$ cat src/mssm_map.vh
// Register map and constants of the motor speed measurement timer
`ifndef MSSM_MAP_VH
`define MSSM_MAP_VH
`define MSSM_AW 4
`define MSSM_A_CNT_HI 4'h0
`define MSSM_A_CNT_LO 4'h1
`define MSSM_A_CAP_HI 4'h2
`define MSSM_A_CAP_LO 4'h3
`define MSSM_A_COMM 4'h4
`define MSSM_A_LIMIT 4'h5
`define MSSM_A_PRESC 4'h6
`define MSSM_A_CTRL 4'h7
`define MSSM_A_STAT 4'h8
`define MSSM_A_MASK 4'h9
`define MSSM_CTRL_CKE 0
`define MSSM_CTRL_RST 1
`define MSSM_CTRL_SWA 2
`define MSSM_CTRL_ECM 3
`define MSSM_CTRL_DIR 4
`define MSSM_CTRL_SEL_LO 5
`define MSSM_CTRL_SEL_HI 6
`define MSSM_ST_CAP 0
`define MSSM_ST_UP 1
`define MSSM_ST_DN 2
`define MSSM_ST_SPD 3
`define MSSM_ST_EMG 4
`define MSSM_SEL_NONE 2'h0
`define MSSM_SEL_TACHO 2'h1
`define MSSM_SEL_HALL 2'h2
`define MSSM_SEL_ENC 2'h3
`define MSSM_CNT_MAX 16'hffff
`define MSSM_CNT_LOW 16'h5500
`define MSSM_LIM_LO 8'hff
`define MSSM_PRESC_MAX 4'hf
`define MSSM_PRESC_MIN 4'h0
`define MSSM_ZERO8 8'h00
`define MSSM_ZERO16 16'h0000
`define MSSM_ONE4 4'h1
`define MSSM_ONE16 16'h0001
`endif

$ cat src/mssm_timer.v
// Motor speed measurement timer with auto-adjusting prescaler
//
// Added by the designer: the register offsets and the address-and-strobe port.
`include "mssm_map.vh"
`default_nettype none
module mssm_timer (
   // Clock and reset
   input wire ref_clk_i,
   input wire rst_i,
   // Register port
   input wire [`MSSM_AW-1:0] addr_i,
   input wire [7:0] wdata_i,
   input wire wr_i,
   input wire rd_i,
   output reg [7:0] rdata_o,
   // Sensor side
   input wire tacho_i,
   input wire hall_edge_i,
   input wire enc_tick_i,
   input wire rtc_tick_i,
   input wire emergency_stop_input_i,
   // Events
   output reg capture_irq_o,
   output reg ratio_irq_o,
   output reg emergency_irq_o
);
   reg [7:0] counter_high_byte;
   reg [7:0] counter_low_byte;
   reg [7:0] capture_high_reg;
   reg [7:0] capture_low_reg;
   reg [7:0] commutation_compare_reg;
   reg [7:0] speed_limit_compare_reg;
   reg [3:0] step_prescaler;
   reg [6:0] ctrl;
   reg [4:0] stat;
   reg [4:0] mask;
   reg [3:0] pdiv;
   reg tacho_q;
   reg lo_lock;
   reg [7:0] next_rdata;

   wire cke = ctrl[`MSSM_CTRL_CKE];
   wire prst = ctrl[`MSSM_CTRL_RST];
   wire auto_switch_enable = ctrl[`MSSM_CTRL_SWA];
   wire [1:0] sensor_select = ctrl[`MSSM_CTRL_SEL_HI:`MSSM_CTRL_SEL_LO];
   wire cfg_mode = !prst && !cke;
   wire sw_mode = !prst && cke && sensor_select == `MSSM_SEL_NONE && !auto_switch_enable;
   wire asw_mode = !prst && cke && sensor_select == `MSSM_SEL_NONE && auto_switch_enable;
   wire spd_mode = !prst && cke && sensor_select != `MSSM_SEL_NONE;
   wire enc = sensor_select == `MSSM_SEL_ENC;
   wire [15:0] cnt = {counter_high_byte, counter_low_byte};

   function hit;
      input [`MSSM_AW-1:0] a;
      input [`MSSM_AW-1:0] r;
      begin
         hit = (a == r);
      end
   endfunction

   wire wr_cnt_hi = wr_i && hit(addr_i, `MSSM_A_CNT_HI);
   wire rd_cnt_hi = rd_i && hit(addr_i, `MSSM_A_CNT_HI);
   wire rd_cap_hi = rd_i && hit(addr_i, `MSSM_A_CAP_HI);
   wire rd_cap_lo = rd_i && hit(addr_i, `MSSM_A_CAP_LO);

   // Prescaled count tick: divide by 2^prescaler of the selected source for prescaler 0 to 4; 5 to 12 never tick, 13 to 15 tick undivided
   wire src_tick = enc ? enc_tick_i : 1'b1;
   wire [4:0] div_len = {1'b0, step_prescaler};
   wire [15:0] div_term = (`MSSM_ONE16 << div_len[3:0]) - `MSSM_ONE16;
   wire div_done = ({12'h000, pdiv} >= div_term) || (step_prescaler > 4'hc);
   wire cnt_tick = spd_mode && src_tick && div_done;

   // Capture trigger per sensor
   wire tacho_edge = tacho_i && !tacho_q;
   wire cap_trig = spd_mode && ((sensor_select == `MSSM_SEL_TACHO && tacho_edge) ||
                   (sensor_select == `MSSM_SEL_HALL && hall_edge_i) ||
                   (enc && (ctrl[`MSSM_CTRL_ECM] ? rd_cnt_hi : rtc_tick_i)));
   wire cap_take = cap_trig && !lo_lock;
   wire at_max = (cnt == `MSSM_CNT_MAX);
   wire ovf_up = cnt_tick && at_max && step_prescaler != `MSSM_PRESC_MAX;
   wire ovf_hold = at_max && step_prescaler == `MSSM_PRESC_MAX;
   wire dn_adj = cap_trig && cnt < `MSSM_CNT_LOW && step_prescaler != `MSSM_PRESC_MIN;
   wire spd_err = spd_mode && cnt > {speed_limit_compare_reg, `MSSM_LIM_LO};
   wire sw_step_dn = sw_mode && wr_i && hit(addr_i, `MSSM_A_STAT) && wdata_i[`MSSM_ST_DN];
   wire sw_step_up = sw_mode && wr_i && hit(addr_i, `MSSM_A_STAT) && wdata_i[`MSSM_ST_UP];

   always @(posedge ref_clk_i or posedge rst_i) begin
      if (rst_i) begin
         counter_high_byte <= `MSSM_ZERO8;
         counter_low_byte <= `MSSM_ZERO8;
         capture_high_reg <= `MSSM_ZERO8;
         capture_low_reg <= `MSSM_ZERO8;
         commutation_compare_reg <= `MSSM_ZERO8;
         speed_limit_compare_reg <= `MSSM_ZERO8;
         step_prescaler <= `MSSM_PRESC_MIN;
         ctrl <= 7'h00;
         stat <= 5'h00;
         mask <= 5'h00;
         pdiv <= 4'h0;
         tacho_q <= 1'b0;
         lo_lock <= 1'b0;
         rdata_o <= `MSSM_ZERO8;
         capture_irq_o <= 1'b0;
         ratio_irq_o <= 1'b0;
         emergency_irq_o <= 1'b0;
      end else begin
         tacho_q <= tacho_i;
         rdata_o <= rd_i ? next_rdata : `MSSM_ZERO8;
         // Prescaler divider restarts on each count so the step is exact
         if (!spd_mode || cnt_tick || !src_tick)
            pdiv <= (spd_mode && !cnt_tick && !src_tick) ? pdiv : 4'h0;
         else
            pdiv <= pdiv + 4'h1;
         // Counter path: only counter bytes change by hardware
         if (cap_trig) begin
            if (dn_adj)
               {counter_high_byte, counter_low_byte} <= `MSSM_ZERO16;
            else
               {counter_high_byte, counter_low_byte} <= `MSSM_ZERO16;
         end else if (ovf_up) begin
            {counter_high_byte, counter_low_byte} <= {1'b0, cnt[15:1]};
         end else if (cnt_tick && !ovf_hold) begin
            {counter_high_byte, counter_low_byte} <= cnt + `MSSM_ONE16;
         end else if (!spd_mode && !prst && cke && cnt_tick) begin
            counter_high_byte <= counter_high_byte;
         end else if (cfg_mode && wr_i) begin
            if (hit(addr_i, `MSSM_A_CNT_HI))
               counter_high_byte <= wdata_i;
            if (hit(addr_i, `MSSM_A_CNT_LO))
               counter_low_byte <= wdata_i;
         end
         // Capture registers
         if (cap_take) begin
            capture_high_reg <= counter_high_byte;
            capture_low_reg <= counter_low_byte;
         end else if (wr_i && !prst) begin
            if (hit(addr_i, `MSSM_A_CAP_HI))
               capture_high_reg <= wdata_i;
            if (hit(addr_i, `MSSM_A_CAP_LO))
               capture_low_reg <= wdata_i;
         end
         if (rd_cap_hi)
            lo_lock <= 1'b1;
         else if (rd_cap_lo)
            lo_lock <= 1'b0;
         // Compare registers, writable outside reset in every mode
         if (wr_i && !prst && hit(addr_i, `MSSM_A_COMM))
            commutation_compare_reg <= wdata_i;
         if (wr_i && !prst && hit(addr_i, `MSSM_A_LIMIT))
            speed_limit_compare_reg <= wdata_i;
         // Prescaler
         if (ovf_up)
            step_prescaler <= step_prescaler + `MSSM_ONE4;
         else if (dn_adj)
            step_prescaler <= step_prescaler - `MSSM_ONE4;
         else if (sw_step_up && step_prescaler != `MSSM_PRESC_MAX)
            step_prescaler <= step_prescaler + `MSSM_ONE4;
         else if (sw_step_dn && step_prescaler != `MSSM_PRESC_MIN)
            step_prescaler <= step_prescaler - `MSSM_ONE4;
         else if (cfg_mode && wr_i && hit(addr_i, `MSSM_A_PRESC))
            step_prescaler <= wdata_i[3:0];
         if (wr_i && hit(addr_i, `MSSM_A_CTRL))
            ctrl <= wdata_i[6:0];
         if (wr_i && hit(addr_i, `MSSM_A_MASK))
            mask <= wdata_i[4:0];
         // Sticky flags: write one clears except in software step mode, hardware set wins
         stat <= (stat & ~((wr_i && hit(addr_i, `MSSM_A_STAT) && !sw_mode) ? wdata_i[4:0] : 5'h00))
                 | {emergency_stop_input_i, spd_err, dn_adj, ovf_up, cap_take};
         capture_irq_o <= stat[`MSSM_ST_CAP] && mask[`MSSM_ST_CAP];
         ratio_irq_o <= (stat[`MSSM_ST_UP] || stat[`MSSM_ST_DN]) && mask[`MSSM_ST_UP];
         emergency_irq_o <= (stat[`MSSM_ST_SPD] && mask[`MSSM_ST_SPD]) ||
                            (stat[`MSSM_ST_EMG] && mask[`MSSM_ST_EMG]);
      end
   end

   // Read mux; capture low shows capture_low_reg, which captures leave unchanged while the lock stands
   always @* begin
      case (addr_i)
         `MSSM_A_CNT_HI: next_rdata = counter_high_byte;
         `MSSM_A_CNT_LO: next_rdata = counter_low_byte;
         `MSSM_A_CAP_HI: next_rdata = capture_high_reg;
         `MSSM_A_CAP_LO: next_rdata = capture_low_reg;
         `MSSM_A_COMM: next_rdata = commutation_compare_reg;
         `MSSM_A_LIMIT: next_rdata = speed_limit_compare_reg;
         `MSSM_A_PRESC: next_rdata = {4'h0, step_prescaler};
         `MSSM_A_CTRL: next_rdata = {1'b0, ctrl};
         `MSSM_A_STAT: next_rdata = {3'h0, stat};
         `MSSM_A_MASK: next_rdata = {3'h0, mask};
         default: next_rdata = `MSSM_ZERO8;
      endcase
   end
   wire unused_ok = wr_cnt_hi;
endmodule // mssm_timer
`default_nettype wire

$ cat config.mk
export PLATFORM = sky130hd
export DESIGN_NAME = mssm_timer
export DESIGN_NICKNAME = d
export VERILOG_FILES = /design/src/mssm_timer.v
export VERILOG_INCLUDE_DIRS = /design/src
export SDC_FILE = /design/constraint.sdc
export NUM_CORES = 1
export LEC_CHECK = 0
export ABC_CLOCK_PERIOD_IN_PS = 3600
export BUFFER_PORTS_ARGS = -buffer_cell sky130_fd_sc_hd__clkbuf_2
export CORE_MARGIN = 3
export CORE_UTILIZATION = 56
export DETAILED_ROUTE_END_ITERATION = 6
export PLACE_DENSITY = 0.85
export SETUP_SLACK_MARGIN = 0.15
export SYNTH_ARGS = -nofsm -noshare
export SYNTH_HDL_FRONTEND = slang
export SYNTH_SLANG_ARGS = --single-unit
$ cat constraint.sdc
create_clock -name ref_clk_i -period 3.6 [get_ports ref_clk_i]
set_clock_uncertainty 0.05 [all_clocks]
set_input_delay 0.18 -clock ref_clk_i [delete_from_list [all_inputs] [get_ports ref_clk_i]]
set_output_delay 0.18 -clock ref_clk_i [all_outputs]
set_load 0.005 [all_outputs]
==> results by group <==
Placement
  • RePlAce Congestion: between 1 and 1.5
  • Pre-CTS setup slack: -0.0412 ns
  • Dpl hpwl: 11.2 mm
  • Port Buf Inserts: 31
  • Dpl cell area: approximately 5700 µm²

Timing
  • Fmax: between 200 and 300 MHz
  • Setup ws final: between 0.2 and 0.25 ns
  • RSZ-0062 raised after global routing: false
  • Tmin final: ~3.4 ns
  • Slew margin rel.: 0.475
  • Final Setup Violations: 0
  • Fin crit share: 0.937
  • Final Max Slew Viols: 0
  • Hold_ws: between 0.1 and 0.15 ns
  • Worst-Margin Slew: about 0.78 ns
  • Hold Fails Final Rpt: 0

Finish
  • Share of post-route cells with drive strength above 1: 0.191
  • Ant. Diodes: 0
  • Multi-input combinational cell area: between 3000 and 4000 µm²
  • Number of fill cells: ~760
  • Nets@finish: around 670
  • Most common cell after layout, fill and taps aside: dfrtp_1
  • Area grow syn2layout: 13.3%
  • Most frequent cells in the layout: dfrtp_1 (86), nand2_1 (59), o21ai_0 (52)
  • Seq. cell area: ~2200 µm²
  • Final instance area: 6070 µm²

Die
  • Initial Util: 0.577
  • # IOs: 32
  • Die ar.: 10800 µm²
  • Rows: 35
  • Die Y: between 100 and 150 µm
  • Core region area: between 9000 and 10000 µm²
  • Chip Width: a little over 100 µm

Routing
  • Routed WL: roughly 16 mm
  • Highest layer used for signal routing: met4
  • Wl on met1: 6.44 mm
  • Vias: 5017
  • Avg WL per Cell: between 20 and 25 µm
  • Remaining DRCs: 0
  • WL met2: 7.23 mm
  • DR vias/cell: 6.57
  • Antenna Nets Post-Route: 0
  • Drt initial violations: roughly 640
  • DR pass1 iterations: 5
  • Routed wl met3: 1.76 mm

Clocking
  • Clk sinks: 86
  • H-tree levels: 3
  • Worst-path clk slew: approximately 0.10 ns
  • CTS root buf: clkbuf_8
  • Max clock buf depth: 2
  • Total CTS buffers: 9
  • Worst-Skew Late Latency: ~0.37 ns
  • CTS tree: done

Flow run
  • Max-cap viol count: 0

Power
  • Pwr Total: around 4.0 mW
  • Static Leak: 2.70 nW
  • Max VDD drop: around 340 µV
  • Pwr per Cell Area: ~650 nW/µm²

Synth
  • Synth Instances: between 500 and 600
  • Async SR Flop Fraction: 1.00
  • Synth Flop Type: dfrtp_1
  • Avg Cell Area, Syn: 9.14 µm²
  • Seq/Total Area, Yosys: 0.402
  • Syn Nets: between 600 and 700
  • Cell variety after synth: 70
  • Seq cells post-synth: 86
  • Ys Warns: 0
  • Post-synthesis cell area: between 5000 and 6000 µm²
  • Post-synth EDFFs: 0

GRT
  • GRT Util Overall: 0.301
  • Vias in the first global route: ~5k
  • Largest net degree at the start of global routing: 38
  • First-pass GRT wire length: between 20 and 30 mm
  • Initial antenna violation count: 0
  • Overflow after GRT: 0

Critical path
  • Max incr delay on CP: ~0.4 ns
  • Crit start category: flip-flop
  • Slowest cell on crit path: dfrtp_1
  • CP bufs+invs: 3
  • CP top delay family: compound AO/OA/AOI/OAI gates
  • Worst R2R Setup Slack: ~0.23 ns
  • CP required: ~3.8 ns
  • Top cell by count, worst path: buf_4
  • Worst path cell trace: inv_2, ha_4, or3b_4, ha_2, xor2_1, ha_1, a211o_1, a31oi_4, o41ai_4, nand2_2, o21ai_4, buf_4, buf_4, a221oi_1
  • Crit path capture type: flip-flop
  • Crit path DAT: approximately 3.6 ns
  • Cells on worst reg2reg path: 14
  • CP max FO: 8
  • CP Class: flip-flop to flip-flop
  • Reg2reg start: step_prescaler[0]
  • Worst r2r dst: counter_low_byte[2]

Outcome
  • Status: finished clean

Min path
  • Hold Crit Class: input port to flip-flop
  • Worst hold endpoint: lo_lock
  • Hold path depth: 2
  • Min-delay src: rd_i
==> cell usage after synthesis (all sizes together), types with 5 or more instances <==
library cell / n / area [µm²]
nand2: 60 / 228
xnor2: 7 / 61.3
clkbuf: 18 / 78.8
a21o: 5 / 38.8
a221oi: 8 / 70.1
nor2: 49 / 208
inv: 25 / 93.8
nor3: 8 / 40.0
nand3b: 5 / 37.5
o22ai: 12 / 75.1
nand3: 19 / 95.1
a21oi: 45 / 225
dfrtp: 86 / 2150
nand2b: 9 / 63.8
mux2: 18 / 206
xor2: 5 / 43.8
nor2b: 7 / 43.8
nand4: 7 / 43.8
o21ai: 55 / 275
a22oi: 10 / 75.1
or3: 5 / 36.3
and2: 8 / 50.1
a31oi: 5 / 37.5
o221ai: 5 / 43.8
buf: 10 / 55.1
ha: 22 / 275
mux2i: 30 / 300
==> stage by stage <==
step                utilization  cells  TNS, ns
finish                    0.654    764        0
global route              0.654    764        0
CTS                       0.646    758        0
detailed placement        0.613    734  -0.0823
global placement          0.613    734        0
floorplan                     -    586        0
==> logic make-up (layout without fill, tap and decap cells) <==
family | after synthesis | count (layout) | synth area share
multiplexers | 49 | 49 | 0.0988
adder cells (fa/ha/maj) | 22 | 22 | 0.0514
AO/OA/AOI/OAI | 167 | 167 | 0.199
XOR/XNOR | 12 | 12 | 0.0196
AND/OR/NAND/NOR | 197 | 198 | 0.187
buffers and inverters | 53 | 101 | 0.0425
flip-flops | 86 | 86 | 0.402
==> final cells by class <==
class | count | area share
Multi-Input combinational cell | 448 | 0.505
Sequential cell | 86 | 0.355
Clock inverter | 6 | 0.0111
Timing Repair Buffer | 60 | 0.0645
Clock buffer | 10 | 0.0227
Tap cell | 129 | 0.0266
Inverter | 25 | 0.0157
==> report_power, final <==
group / switching (mW) / total, mW / internal [mW]
Sequential: 0.415 / 1.68 / 1.27
Clock: 0.383 / 0.727 / 0.343
Combinational: 0.843 / 1.55 / 0.706
==> how the worst max path moves through the flow <==
stage	start	slack (ns)	cells past startpoint	endpoint
final	step_prescaler[0]	0.23	14	counter_low_byte[2]
after global routing	step_prescaler[0]	0.11	14	counter_low_byte[2]
after CTS	step_prescaler[0]	0.19	14	counter_low_byte[3]
after detailed placement	step_prescaler[0]	-0.04	13	counter_low_byte[6]
after global placement	step_prescaler[0]	0.15	13	counter_low_byte[5]
after floorplan	step_prescaler[1]	0.17	14	counter_low_byte[2]
==> metal layers <==
metal | up-vias | global-route usage
li1 | 2214 | -
met1 | 2405 | 0.429
met2 | 330 | 0.458
met3 | 68 | 0.0555
met4 | 0 | 0.118
met5 | - | 0
==> what timing repair did <==
action | 4_1_cts | 5_1_grt
hold buffers | 3 | 0
hold endpoints to repair | 16 | 0
pin swaps | 3 | 7
setup endpoints to repair | 16 | 17
buffers inserted | 5 | 5
cloned | 0 | 1
gates resized for setup | 8 | 8
No activity file was read; power rests on OpenSTA's default activity.
